<file path="src/core/swr_map.svh">
// Constants for the start waveform recorder and remote order latches
// Functional notes
// - Store max current and VAC every five cycles
// - Stored samples are true RMS magnitudes
// - Only latest start recording kept, replaced
// - Capture begins on motor start detection
// - Capture ends when start time delay expires
// - Recording ends after at most 200 seconds
// - Pulse order mapped onto chosen output relays
// - Pulse order held active for 200 ms
// - Hold order mapped onto chosen output relays
// - Hold order latched until supervisor drops it
// - Hold-order relays follow the latched state
`ifndef SWR_MAP_SVH
`define SWR_MAP_SVH
`define SWR_CLK_HZ       20000000
`define SWR_PULSE_MS     200
`define SWR_REC_MAX_S    200
`define SWR_CYCLES_PER_SAMPLE 5
`define SWR_MAG_W        16
`define SWR_IDX_W        12
`define SWR_RELAYS       8
`define SWR_RESET_RELAYS 8'h00
`endif

</file>
<file path="src/core/swr_pkg.sv">
// Types for the start waveform recorder
package swr_pkg;
  typedef logic [15:0] swr_mag_t;
  typedef logic [11:0] swr_idx_t;
  typedef logic [7:0]  swr_relay_t;
  typedef enum logic {SWR_IDLE, SWR_REC} swr_state_t;
endpackage : swr_pkg

</file>
<file path="src/core/swr_buf2.sv">
// Two-entry buffer with valid and ready on both sides
`timescale 1ns/1ps
module swr_buf2 #(
  parameter int W = 44
) (
  input  wire logic         clk,
  input  wire logic         arst_n,
  input  wire logic         in_valid,
  output logic              in_ready,
  input  wire logic [W-1:0] in_data,
  output logic              out_valid,
  input  wire logic         out_ready,
  output logic [W-1:0]      out_data
);
  logic [W-1:0] mem [2];
  logic         wr_ptr;
  logic         rd_ptr;
  logic [1:0]   count;
  wire          push = in_valid && (count != 2'd2);
  wire          pop  = out_valid && out_ready;

  assign in_ready  = (count != 2'd2);
  assign out_valid = (count != 2'd0);
  assign out_data  = mem[rd_ptr];

  always_ff @(posedge clk or negedge arst_n) begin
    if (!arst_n) begin
      mem[0] <= '0;
      mem[1] <= '0;
      wr_ptr <= 1'b0;
      rd_ptr <= 1'b0;
      count  <= 2'd0;
    end else begin
      if (push) begin
        mem[wr_ptr] <= in_data;
        wr_ptr      <= ~wr_ptr;
      end
      if (pop) begin
        rd_ptr <= ~rd_ptr;
      end
      count <= count + {1'b0, push} - {1'b0, pop};
    end
  end
endmodule : swr_buf2

</file>
<file path="src/core/swr_recorder.sv">
// Start profile recorder and remote pulse/hold order outputs
`timescale 1ns/1ps
`include "swr_map.svh"
module swr_recorder #(
  parameter logic [31:0] PULSE_CYCLES   = 32'(`SWR_PULSE_MS * (`SWR_CLK_HZ / 1000)),
  parameter logic [31:0] REC_MAX_CYCLES = 32'(64'(`SWR_REC_MAX_S) * 64'(`SWR_CLK_HZ))
) (
  input  wire logic                clk,
  input  wire logic                arst_n,
  input  wire logic                cycle_tick,
  input  wire swr_pkg::swr_mag_t   rms_current_a,
  input  wire swr_pkg::swr_mag_t   rms_current_b,
  input  wire swr_pkg::swr_mag_t   rms_current_c,
  input  wire swr_pkg::swr_mag_t   rms_vac,
  input  wire logic                start_detect,
  input  wire logic                start_time_delay,
  input  wire logic                remote_pulse_cmd,
  input  wire logic                remote_hold_set,
  input  wire logic                remote_hold_clear,
  input  wire swr_pkg::swr_relay_t pulse_relay_assignment,
  input  wire swr_pkg::swr_relay_t hold_relay_assignment,
  output swr_pkg::swr_relay_t      relay_out,
  output logic                     recording,
  output logic                     record_start,
  output logic                     sample_valid,
  input  wire logic                sample_ready,
  output swr_pkg::swr_mag_t        sample_current,
  output swr_pkg::swr_mag_t        sample_voltage,
  output swr_pkg::swr_idx_t        sample_index
);
  import swr_pkg::*;

  swr_state_t  state;
  logic [2:0]  cyc_cnt;
  logic [31:0] rec_cnt;
  logic [31:0] pulse_cnt;
  logic        hold_order;
  logic        pend;
  swr_mag_t    pend_cur;
  swr_mag_t    pend_volt;
  swr_idx_t    pend_idx;
  swr_idx_t    rec_index;
  logic        buf_ready;
  logic [31:0] pulse_len;

  // Largest line current
  wire swr_mag_t max_ab   = (rms_current_a > rms_current_b) ? rms_current_a : rms_current_b;
  wire swr_mag_t max_cur  = (max_ab > rms_current_c) ? max_ab : rms_current_c;
  wire           rec_cap  = (rec_cnt == REC_MAX_CYCLES - 32'd1);
  wire           rec_stop = start_time_delay || rec_cap;
  wire           take     = recording && cycle_tick && (cyc_cnt == 3'd0) && !start_detect;
  wire           pushed   = pend && buf_ready;
  wire           pulse_active = (pulse_cnt != 32'd0);
  wire swr_relay_t next_relay = (pulse_active ? pulse_relay_assignment : `SWR_RESET_RELAYS)
                              | (hold_order ? hold_relay_assignment : `SWR_RESET_RELAYS);

  assign recording = (state == SWR_REC);

  // Recording state
  always_ff @(posedge clk or negedge arst_n) begin
    if (!arst_n) begin
      state        <= SWR_IDLE;
      record_start <= 1'b0;
      rec_cnt      <= 32'd0;
      cyc_cnt      <= 3'd0;
    end else begin
      record_start <= start_detect;
      case (state)
        SWR_IDLE: begin
          if (start_detect) begin
            state <= SWR_REC;
          end
        end
        SWR_REC: begin
          if (start_detect) begin
            state <= SWR_REC;
          end else if (rec_stop) begin
            state <= SWR_IDLE;
          end
        end
        default: state <= SWR_IDLE;
      endcase
      if (start_detect) begin
        rec_cnt <= 32'd0;
        cyc_cnt <= 3'd0;
      end else if (recording) begin
        rec_cnt <= rec_cap ? rec_cnt : rec_cnt + 32'd1;
        if (cycle_tick) begin
          cyc_cnt <= (cyc_cnt == 3'(`SWR_CYCLES_PER_SAMPLE - 1)) ? 3'd0 : cyc_cnt + 3'd1;
        end
      end
    end
  end

  // Sample capture, waits for buffer room
  always_ff @(posedge clk or negedge arst_n) begin
    if (!arst_n) begin
      pend      <= 1'b0;
      pend_cur  <= '0;
      pend_volt <= '0;
      pend_idx  <= '0;
      rec_index <= '0;
    end else begin
      if (start_detect) begin
        pend      <= 1'b0;
        rec_index <= '0;
      end else if (take) begin
        pend      <= 1'b1;
        pend_cur  <= max_cur;
        pend_volt <= rms_vac;
        pend_idx  <= rec_index;
        rec_index <= rec_index + 12'd1;
      end else if (pushed) begin
        pend <= 1'b0;
      end
    end
  end

  swr_buf2 #(.W(44)) u_buf (
    .clk       (clk),
    .arst_n    (arst_n),
    .in_valid  (pend),
    .in_ready  (buf_ready),
    .in_data   ({pend_idx, pend_cur, pend_volt}),
    .out_valid (sample_valid),
    .out_ready (sample_ready),
    .out_data  ({sample_index, sample_current, sample_voltage})
  );

  // Remote orders and relay outputs
  always_ff @(posedge clk or negedge arst_n) begin
    if (!arst_n) begin
      pulse_cnt  <= 32'd0;
      hold_order <= 1'b0;
      relay_out  <= `SWR_RESET_RELAYS;
    end else begin
      if (remote_pulse_cmd) begin
        pulse_cnt <= PULSE_CYCLES;
      end else if (pulse_active) begin
        pulse_cnt <= pulse_cnt - 32'd1;
      end
      if (remote_hold_set) begin
        hold_order <= 1'b1;
      end else if (remote_hold_clear) begin
        hold_order <= 1'b0;
      end
      relay_out <= next_relay;
    end
  end

  // Pulse length counter for checks
  always_ff @(posedge clk or negedge arst_n) begin
    if (!arst_n) begin
      pulse_len <= 32'h0000_0000;
    end else if (remote_pulse_cmd) begin
      pulse_len <= 32'h0000_0000;
    end else if (pulse_active) begin
      pulse_len <= pulse_len + 32'h0000_0001;
    end
  end
endmodule : swr_recorder

</file>
<file path="config.mk">
export PLATFORM = sky130hd
export DESIGN_NAME = swr_recorder
export DESIGN_NICKNAME = d
export VERILOG_FILES = /design/src/core/swr_pkg.sv /design/src/core/swr_buf2.sv /design/src/core/swr_recorder.sv
export VERILOG_INCLUDE_DIRS = /design/src /design/src/core
export SDC_FILE = /design/constraint.sdc
export NUM_CORES = 1
export LEC_CHECK = 0
export ABC_AREA = 0
export BUFFER_PORTS_ARGS = -buffer_cell sky130_fd_sc_hd__buf_2
export CELL_PAD_IN_SITES_DETAIL_PLACEMENT = 2
export CELL_PAD_IN_SITES_GLOBAL_PLACEMENT = 2
export CORE_MARGIN = 3
export CORE_UTILIZATION = 38
export DETAILED_ROUTE_END_ITERATION = 10
export PLACE_DENSITY_LB_ADDON = 0.1
export SLEW_MARGIN = 10
export SYNTH_ARGS = -nofsm -noshare
export SYNTH_HDL_FRONTEND = slang
export SYNTH_SLANG_ARGS = --single-unit
</file>
<file path="constraint.sdc">
create_clock -name clk -period 2.9 [get_ports clk]
set_input_delay 0.29 -clock clk [delete_from_list [all_inputs] [get_ports clk]]
set_output_delay 0.29 -clock clk [all_outputs]
set_load 0.02 [all_outputs]
</file>
# After elaboration in Yosys (flattened, before gate mapping)
# Cells that the tools add are included.
[word_totals] reg_bits=227 input_bits=89 output_inout_bits=55 elab_cells=89
[classes] add_sub_neg=6 magnitude_cmp=5 n_eq_ne=4 muxes=30 bitwise_logic=7 reduce_logical=20
[op_table] cell="two-way mux 44 bit" n=4
[op_table] cell="two-way mux 32 bit" n=5
[op_table] cell="bitwise mux 88 bit" n=1
[op_table] cell="demux 44 bit (select 1 bit)" n=1
[op_table] cell="adder 32 x 1 -> 32 bit, second input constant" n=1
[op_table] cell="== test 32 bit, second input constant" n=1
[op_table] cell="> comparator 16 bit" n=2
[op_table] cell="two-way mux 16 bit" n=2
[op_table] cell="nonzero test 32 bit" n=1
[op_table] cell="subtractor 32 x 1 -> 32 bit, second input constant" n=1
[op_table] cell="two-way mux 12 bit" n=2
[op_table] cell="two-way mux 8 bit" n=2
[op_table] cell="adder 12 x 1 -> 12 bit, second input constant" n=1
[op_table] cell="two-way mux 3 bit" n=4
[op_table] cell="nonzero test 2 bit" n=6
[op_table] cell="two-way mux 1 bit" n=8
[op_table] cell="OR 8 bit" n=1
[op_table] cell="logical AND 1 bit" n=6
[op_table] cell="AND reduction 2 bit" n=3
[op_table] cell="greater-or-equal comparator 2 bit, second input constant" n=2
[op_table] cell="inequality test 2 bit, second input constant" n=2
[op_table] cell="NOT 1 bit" n=4
[op_table] cell="NOT 1 -> 2 bit" n=2
[op_table] cell="adder 3 x 1 -> 3 bit, second input constant" n=1
[op_table] cell="9 further kinds" n=9

# Depth between registers and ports, before layout
# Gate-level depths: netlist (run 1).
[depth] depth_word=6 depth_mapped=18 ltp_nobuf=15

# Modules after synthesis
# Synthesis (run 1) repeated with hierarchy kept, for this count alone.
[unflattened] cells_unflattened=1096 area_unflattened_um2=11512.3
[by_module_without_submodules] mod="swr_recorder" n_inst=1 cells_per_inst=839 area_each_um2=7484.7
[by_module_without_submodules] mod="swr_buf2" n_inst=1 cells_per_inst=257 area_each_um2=4027.6

# Worst setup path after synthesis (run 1)
# Ideal clock, no wire load.
[synth_timing] kind="input-to-reg" startpoint="input rms_current_b[15]" endpoint="register pend_cur[10]" setup_time_ps=126 t_arrival_ps=3788 path_slack_ps=-1014 path_stages=17 n_path_buf=3 cell_sequence="inv_1 ha_1 and4_1 and2_1 and2_1 clkbuf_1 clkbuf_1 o32ai_1 or2_2 ha_1 nand4_1 nor4_1 a22oi_1 a21oi_1 buf_2 nor2_1 a221o_1"
[synth_between] elab_chain_len=4
[synth_lines] item="start: declaration" line="swr_recorder.sv:12" text="input wire swr_pkg::swr_mag_t rms_current_b,"
[synth_lines] item="> comparator 16 bit" line="swr_recorder.sv:47" text="wire swr_mag_t max_ab = (rms_current_a > rms_current_b) ? rms_current_a : rms_current_b;"
[synth_lines] item="two-way mux 16 bit *" line="swr_recorder.sv:47"
[synth_lines] item="> comparator 16 bit" line="swr_recorder.sv:48" text="wire swr_mag_t max_cur = (max_ab > rms_current_c) ? max_ab : rms_current_c;"
[synth_lines] item="two-way mux 16 bit *" line="swr_recorder.sv:48"
[synth_lines] item="end signal: assignment" line="swr_recorder.sv:109" text="pend_cur <= max_cur;"
[synth_lines] item="end: declaration" line="swr_recorder.sv:39" text="swr_mag_t pend_cur;"
# Mark *: on every way between the ends. The rest lies on a longest branch, timed or not.
# A chain may end at the register's enable or synchronous reset.

# Final worst setup path (run 1)
[layout_timing] startpoint="input rms_current_b[7]" endpoint="register pend_cur[5]"
# Same word-level chain as after synthesis.

==> impl_metrics.yaml, run 1 <==
logic_synthesis:
  ys_ff_latch: 227
  syn-cell-area_um2: 11470
  yosys_warnings: 0
  yosysSeqAreaShare: 0.4953
  synth_top_area_frac: 0.4953
  ys_types: 60
  synthTopCellsByArea: "dfrtp_1 50%, mux2_2 13%, ha_1 4.3%, nand2_1 4.1%, xor2_1 3.1%"
  synth_edf_count: 0
  synth_commonest_cells: "227 x dfrtp_1, 132 x mux2_2, 126 x nand2_1, 91 x nor2_1, 45 x inv_1"
  synth-async-reset-ratio: 1.000
  synth_area_leader_cell: "dfrtp_1"
  netlist_instances: 1067
  synth.most_common_cell: "dfrtp_1"
  synth_fp_nets: 1195
  syn_avg_cell_area_um2: 10.75
  synthFlopType: "dfrtp_1"
timing:
  slew_headroom: 0.5658
  max_freq_mhz: 304.2
  period_needed_ps: 3288
  setup_viol: 16
  rsz0062_at_grt: "true"
  hold_violations: 0
  slew_viol_final: 0
  tightestPinTransition_ps: 644.5
  min_period_over_period: 1.134
  tns_ps: -5695
  setup_ws_ps: -387.5
  finalClockSkew_ps: 20.74
global_routing:
  overflow: 0
  grt_pass1_wl_um: 58480
  grt_max_degree: 73
  grt_pass1_vias: 10700
  antenna_found_initial: 0
  track_usage: 0.2167
clock_tree:
  cts_buffer_depth: 3
  clock_latency_ps: 530
  cts_made_buffers: 27
  cts_max_level: 1
  clock_sinks: 227
  cts_tree: "built"
  clock-root-buffer: "clkbuf_16"
  path_clk_slew_ps: 60
detailed_routing:
  ant_nets: 0
  first_iter_violations: 350
  wl_per_cell_um: 21.10
  drc: 0
  viasPerCell: 5.402
  vias: 9389
  firstDrtPassIters: 4
  totalWireLength_um: 36670
power:
  pwr-share-clk: 0.294
  irDropWorstVdd_uv: 491.0
  power_density_nw_per_um2: 695.3
  power_w: 0.01063
  switchingPower_w: 0.003429
  p_leak_nw: 7.139
  cell_internal_pwr_w: 0.007198
  p_comb_frac: 0.304
  power.share.switching: 0.3227
  pwr-share-seq: 0.402
layout:
  drive_gt1_frac: 0.3929
  area_growth_pct: 33.25
  fill_cells: 2940
  layout.cells.non_filler: 1738
  antenna_cells: 0
  nets: 1465
  utilization: 0.5226
setup_path:
  crit_arrival_ps: 3740
  startpoint_type: "input pin"
  critical_path_peak_fanout: 8
  worstSetupEndpointType: "register"
  worstPathRequired_ps: 3350
  crit_type: "input pin to register"
hold_path:
  hold_path.class: "input pin to register"
floorplan:
  boundaryPins: 144
  coreArea_um2: 29250
  rows: 62
  die_area_um2: 32300
  dieHeight_um: 179.7
  die_x_um: 179.7
  initial_core_util: 0.3922
place:
  io_buffers: 143
  placed_cells: 1635
  hpwl_um: 23290
  gp_congestion: 0.8301
run:
  cap_violations: 0
run_status:
  status: "finished, violations left"
  violations: "negative setup slack"
==> final timing paths <==
path,startpoint,end,slack (ps),cells past startpoint
worst max-delay path,rms_current_b[7],pend_cur[5],-390,20
worst min-delay path,remote_hold_clear,hold_order,40,3
worst max register to register,pulse_cnt[28],relay_out[2],120,6
worst min register to register,u_buf.mem[38],u_buf.mem[38],500,1
max in group asynchronous,arst_n,u_buf.mem[25],1750,3
min in group asynchronous,arst_n,pend_volt[11],330,2
==> power groups by stage <==
stage / logic [W] / registers [W] / clock network, W
after floorplan: 0.00205 / 0.00410 / 0
after detailed placement: 0.00304 / 0.00429 / 0
after CTS: 0.00318 / 0.00426 / 0.00322
final: 0.00323 / 0.00427 / 0.00312
after global routing: 0.00350 / 0.00435 / 0.00335
after global placement: 0.00294 / 0.00422 / 0
==> routing by layer <==
layer	global-route usage	vias to the layer above	wire, um
met4	0.04950	0	841
met5	0	-	0
met2	0.3917	154	19140
li1	-	4336	-
met3	0.02243	58	1007
met1	0.2806	4841	15690
==> sequential cells by signal, indices dropped and copies added (netlist names) <==
signal / flops
pend_volt: 16
cyc_cnt: 3
relay_out: 8
hold_order: 1
pend_idx: 12
u_buf.mem: 88
u_buf.wr_ptr: 1
recording: 1
u_buf.rd_ptr: 1
rec_index: 12
pulse_cnt: 32
u_buf.count: 2
pend_cur: 16
pend: 1
record_start: 1
rec_cnt: 32
==> through the flow <==
step           area [um2]  hold slack (ps)  setup WS [ps]
6_report            15280            35.07         -387.5
5_1_grt             15280            46.46         -549.9
4_1_cts             15080            8.963         -156.3
3_5_place_dp        13540            295.8         -823.4
3_3_place_gp        13540            300.9         -667.9
2_1_floorplan       11840           -5.591         -423.8
==> placed cells by master (no fill, tap or decap), types with 21 or more instances in the layout <==
cell,n
buf_4,99
nand2_1,124
mux2_2,132
nand3_1,29
xnor2_1,23
buf_2,129
xor2_1,40
clkbuf_16,28
nor2_1,80
dlygate4sd3_1,34
dfrtp_1,226
ha_1,21
a21oi_1,26
inv_1,35
==> layout make-up <==
class	instances	area (um2)	area share
Inverter	45	206.4	0.01351
Timing Repair Buffer	292	2163	0.1415
Multi-Input combinational cell	744	5937	0.3885
Tap cell	384	480.5	0.03144
Clock inverter	6	30.03	0.001965
Clock buffer	40	784.5	0.05133
Sequential cell	227	5682	0.3718
==> critical path, stage by stage <==
cell and delay, ps:
buf_2 110, inv_1 100, ha_4 220, a21oi_1 150
o21ai_0 110, buf_4 150, and2_4 170, buf_12 140
o32ai_1 350, a31o_2 200, ha_1 250, nand4_1 150
buf_6 140, buf_4 110, nor2_2 50, a2111oi_2 460
a21oi_4 130, buf_6 170, nor2_1 130, a221o_1 140
==> cell families (layout without fill, tap and decap cells) <==
kind of cell,after synthesis,count (layout),share of synthesized area
compound gates,143,144,0.09174
buf+inv,97,383,0.03371
mux,133,133,0.1305
flops,227,227,0.4953
fa+ha+maj,39,39,0.04254
xor+xnor,63,63,0.04811
simple gates,365,365,0.1582
==> timing repair <==
action	4_1_cts	5_1_grt
pin swaps	24	19
hold buffers	34	0
hold endpoints to repair	93	0
buffers inserted	9	10
cloned	3	1
gates resized for setup	61	25
setup endpoints to repair	16	16
Note: power is estimated with default switching activity, not from simulation.
==> inputs of run 2 (changes only) <==
BUFFER_PORTS_ARGS = -buffer_cell sky130_fd_sc_hd__buf_4   (was -buffer_cell sky130_fd_sc_hd__buf_2)
==> impl_metrics.yaml, run 2 (same netlist as run 1, synthesis figures left out) <==
run_status:
  status: "finished, violations left"
  violations: "negative setup slack"
setup_path:
  critical_path_peak_fanout: 8
  cp_num_buf_inv: 3
  critPathLaunch: "rms_current_a[15]"
  startpoint_type: "input pin"
  crit_chain: "buf_4, ha_4, nand4_1, buf_6, o211ai_1, o32ai_4, or2_4, ha_4, and3_4, a221o_1, a22oi_2, a21oi_4, buf_12, a221o_1"
  worstSetupEndpointType: "register"
  regToRegStartpoint: "pulse_cnt[28]"
  crit_type: "input pin to register"
  max_stage_delay_ps: 430
  crit_arrival_ps: 3790
  cp_slowest_cell: "o211ai_1"
  worstPathRequired_ps: 3310
  cp_top_family: "compound AO/OA/AOI/OAI gates"
place:
  placed_area_um2: 13870
  gp_congestion: 0.8090
  io_buffers: 143
  placed_cells: 1624
  hpwl_um: 23490
global_routing:
  grt_pass1_wl_um: 62630
  overflow: 0
  grt_pass1_vias: 11010
  track_usage: 0.2370
  grt_max_degree: 94
  antenna_found_initial: 0
hold_path:
  hold_path_startpoint: "rms_vac[2]"
  hold_path.class: "input pin to register"
floorplan:
  initial_core_util: 0.3922
  coreArea_um2: 29250
  die_area_um2: 32300
  die_x_um: 179.7
  dieHeight_um: 179.7
  boundaryPins: 144
  rows: 62
layout:
  layout_commonest_cell: "dfrtp_1"
  final_cell_mix: "226 x dfrtp_1, 217 x buf_4, 132 x mux2_2, 124 x nand2_1, 83 x nor2_1"
  top_register: "u_buf.mem"
  largest_register_ffs: 88
  layout.cells.non_filler: 1733
  area_growth_pct: 39.11
  top_regs: "u_buf.mem x88, pulse_cnt x32, rec_cnt x32"
  antenna_cells: 0
  fin_area_um2: 15960
  nets: 1458
  drive_gt1_frac: 0.4047
detailed_routing:
  viasPerCell: 5.646
  first_iter_violations: 574
  ant_nets: 0
  totalWireLength_um: 45290
  drc: 0
  firstDrtPassIters: 5
  wl_per_cell_um: 26.13
  vias: 9785
timing:
  setup_viol: 16
  period_needed_ps: 3381
  tightestPinTransition_ps: 715.8
  finalClockSkew_ps: 27.81
  rsz0062_at_grt: "true"
  slew_viol_final: 0
  min_period_over_period: 1.166
  setup_ws_ps: -480.9
  slew_headroom: 0.5228
  max_freq_mhz: 295.8
  hold_violations: 0
run:
  cap_violations: 0
power:
  irDropWorstVdd_uv: 454.5
  switchingPower_w: 0.003883
  cell_internal_pwr_w: 0.007785
  pwr-share-clk: 0.309
  p_leak_nw: 7.305
  power.share.switching: 0.3328
  power_density_nw_per_um2: 731.3
  pwr-share-seq: 0.375
  p_comb_frac: 0.316
clock_tree:
  clock-root-buffer: "clkbuf_16"
  clock_latency_ps: 560
  cts_tree: "built"
  cts_max_level: 1
  cts_made_buffers: 27
  cts_buffer_depth: 3
  clock_sinks: 227
  path_clk_slew_ps: 60
run 2: cell types whose count changed in the layout (fill, tap and decap cells not counted), sizes merged:
| cell | previous run | this run |
|---|---|---|
| buf | 257 | 250 |
| bufinv | 0 | 3 |
| clkbuf | 41 | 39 |
| inv | 45 | 46 |
run 2: layout make-up:
class | instances | area [um2]
clock buffers | 38 | 787.0
clock inverters | 10 | 143.9
fillers | 2851 | 13290
inverters | 45 | 209.0
multi-input cells | 744 | 6127
flip-flops and latches | 227 | 5682
well taps | 384 | 480.5
repair buffers | 285 | 2526
run 2: repair_timing:
| action | 4_1_cts | 5_1_grt |
|---|---|---|
| endpoints found under the hold margin | 115 | 0 |
| gates resized for setup | 39 | 62 |
| buffers inserted | 6 | 17 |
| pin swaps | 5 | 37 |
| cloned | 3 | 2 |
| hold buffers | 34 | 0 |
| setup endpoints to repair | 16 | 16 |
run 2: power groups by stage:
stage          clock network (W)  registers (W)  logic [W]
5_1_grt                  0.00383        0.00444    0.00390
2_1_floorplan                  0        0.00410    0.00205
4_1_cts                  0.00362        0.00429    0.00343
3_3_place_gp                   0        0.00426    0.00315
6_report                 0.00360        0.00438    0.00368
3_5_place_dp                   0        0.00432    0.00327
run 2: worst paths after layout:
check,endpoint,slack (ps),cells after the start
max,pend_cur[4],-480,14
min,pend_volt[2],30,3
min in group asynchronous,u_buf.mem[11],360,2
max in group asynchronous,u_buf.mem[21],1750,3
min reg2reg,u_buf.mem[51],510,1
max reg2reg,relay_out[7],150,6
run 2: routing by layer:
layer / vias up / GRT usage / part of all wire / wire length, um
li1: 4308 / - / - / -
met2: 271 / 0.4317 / 0.53 / 24160
met1: 5108 / 0.2976 / 0.40 / 18130
met5: - / 0 / 0 / 0
met4: 0 / 0.06281 / 0.037 / 1668
met3: 98 / 0.02930 / 0.029 / 1326
run 2: through the flow:
step	setup slack [ps]	TNS, ps	power, W	utilization	hold WS [ps]
2_1_floorplan	-423.8	-5700	0.006153	-	-5.591
3_3_place_gp	-663.7	-10340	0.007402	0.4741	371.8
3_5_place_dp	-775.9	-11680	0.007585	0.4741	375.4
4_1_cts	-135.1	-1284	0.01134	0.5289	22.40
5_1_grt	-505.3	-7527	0.01217	0.5456	34.92
6_report	-480.9	-6999	0.01167	0.5456	34.12
run 2: worst register-to-register path: stages, from the launching register on:
cell,delay [ps]
dfrtp_1,420
or4_4,570
nor4b_4,360
nand4_1,200
buf_4,260
a22o_1,220
dlygate4sd3_1,590
==> inputs of run 3 (changes only) <==
PLACE_DENSITY = 0.91   (was not set)
PLACE_DENSITY_LB_ADDON = not set   (was 0.1)
==> impl_metrics.yaml, run 3 (same netlist as run 1, synthesis figures left out) <==
timing:
  fin_hold_ws_ps: 5.569
  slew_viol_final: 0
  setup_ws_ps: -854.6
  max_freq_mhz: 266.3
  min_period_over_period: 1.295
  tightestPinTransition_ps: 999.0
  period_needed_ps: 3755
  finalClockSkew_ps: 20.57
  setup_viol: 17
  hold_violations: 0
  rsz0062_at_grt: "true"
  slew_headroom: 0.3269
floorplan:
  rows: 62
  dieHeight_um: 179.7
  coreArea_um2: 29250
  die_x_um: 179.7
  initial_core_util: 0.3922
  boundaryPins: 144
  die_area_um2: 32300
layout:
  largest_register_ffs: 88
  nets: 1452
  layout_commonest_cell: "dfrtp_1"
  final_cell_mix: "224 x dfrtp_1, 221 x buf_4, 132 x mux2_2, 120 x nand2_1, 75 x nor2_1"
  layout.cells.non_filler: 1726
  drive_gt1_frac: 0.4164
  top_register: "u_buf.mem"
  area_growth_pct: 38.38
  top_regs: "u_buf.mem x88, pulse_cnt x32, rec_cnt x32"
  fin_area_um2: 15870
setup_path:
  crit_type: "input pin to register"
  crit_arrival_ps: 4210
  startpoint_type: "input pin"
  worstSetupEndpointType: "register"
  worstPathRequired_ps: 3360
  r2r_slack_ps: -160
  critical_path_peak_fanout: 7
detailed_routing:
  wl_per_cell_um: 37.93
  ant_nets: 0
  firstDrtPassIters: 5
  viasPerCell: 6.397
  drc: 0
  first_iter_violations: 988
  totalWireLength_um: 65460
  vias: 11040
power:
  irDropWorstVdd_uv: 485.0
  p_comb_frac: 0.346
  p_leak_nw: 7.202
  power_density_nw_per_um2: 746.8
  switchingPower_w: 0.004484
  power.share.switching: 0.3783
  pwr-share-clk: 0.273
  pwr-share-seq: 0.381
  cell_internal_pwr_w: 0.007369
hold_path:
  hold_path.class: "input pin to register"
clock_tree:
  cts_max_level: 1
  cts_tree: "built"
  path_clk_slew_ps: 70
  cts_buffer_depth: 3
  clock-root-buffer: "clkbuf_16"
  clock_latency_ps: 550
  clock_sinks: 227
  cts_made_buffers: 26
global_routing:
  grt_pass1_vias: 12540
  track_usage: 0.3582
  grt_max_degree: 70
  antenna_found_initial: 5
  grt_pass1_wl_um: 88070
  overflow: 0
place:
  place_ws_ps: -939.6
  hpwl_um: 29010
  placed_cells: 1615
  gp_congestion: 0.8040
  io_buffers: 143
  placed_area_um2: 13800
run_status:
  status: "finished, violations left"
  violations: "negative setup slack"
run:
  cap_violations: 0
## run 3: path summary, 6_finish.rpt
check | to | startpoint | cells after the start
setup reg to reg | rec_cnt[11] | rec_cnt[0] | 8
hold reg to reg | u_buf.mem[48] | u_buf.mem[48] | 1
hold / removal | pend_volt[13] | rms_vac[13] | 3
min in group asynchronous | pend_cur[11] | arst_n | 2
setup / recovery | pend_cur[4] | rms_current_b[4] | 17
max in group asynchronous | pend_idx[7] | arst_n | 3
## run 3: critical path: stages
cell and delay (ps):
buf_8 80, clkinvlp_4 200, ha_4 380, and4_4 220, nand4_1 190, buf_4 220, bufbuf_16 280, a31o_4 280
ha_4 360, nand4_1 240, nor4_4 380, buf_4 190, and4_1 270, a21oi_4 70, buf_6 180, nor2_2 160
a221o_1 210
## run 3: layout make-up
type / count / area, um2
antenna: 2 / 5.005
clock buffer: 36 / 708.2
timing repair buffer: 280 / 2452
multi-input combinational: 744 / 6277
sequential: 227 / 5684
fill: 2781 / 13370
tap: 384 / 480.5
clock inverter: 8 / 56.30
inverter: 45 / 207.7
## run 3: repair_timing
action	4_1_cts	5_1_grt
setup endpoints to repair	16	26
cloned	5	1
buffers inserted	17	17
pin swaps	16	34
hold buffers	27	3
hold endpoints to repair	86	3
resized for setup	74	63
## run 3: power groups by stage
stage | Clock (W) | Sequential, W | Combinational, W
after CTS | 0.00316 | 0.00437 | 0.00368
after global placement | 0 | 0.00421 | 0.00314
after floorplan | 0 | 0.00410 | 0.00205
after detailed placement | 0 | 0.00435 | 0.00338
after global routing | 0.00337 | 0.00453 | 0.00425
final | 0.00323 | 0.00452 | 0.00410
## run 3: stage by stage
stage | util | total power (W) | setup TNS (ps)
finish | 0.5427 | 0.01185 | -12310
global route | 0.5425 | 0.01214 | -12100
CTS | 0.5282 | 0.01121 | -2567
detailed placement | 0.4718 | 0.007730 | -14300
global placement | 0.4718 | 0.007356 | -9217
floorplan | - | 0.006153 | -5700
## run 3: routing by layer
| layer | vias up | part of all wire | GRT usage |
|---|---|---|---|
| li1 | 4294 | - | - |
| met3 | 373 | 0.064 | 0.05679 |
| met2 | 671 | 0.50 | 0.6572 |
| met4 | 4 | 0.096 | 0.2546 |
| met1 | 5700 | 0.33 | 0.3706 |
| met5 | - | 0.00046 | 0 |
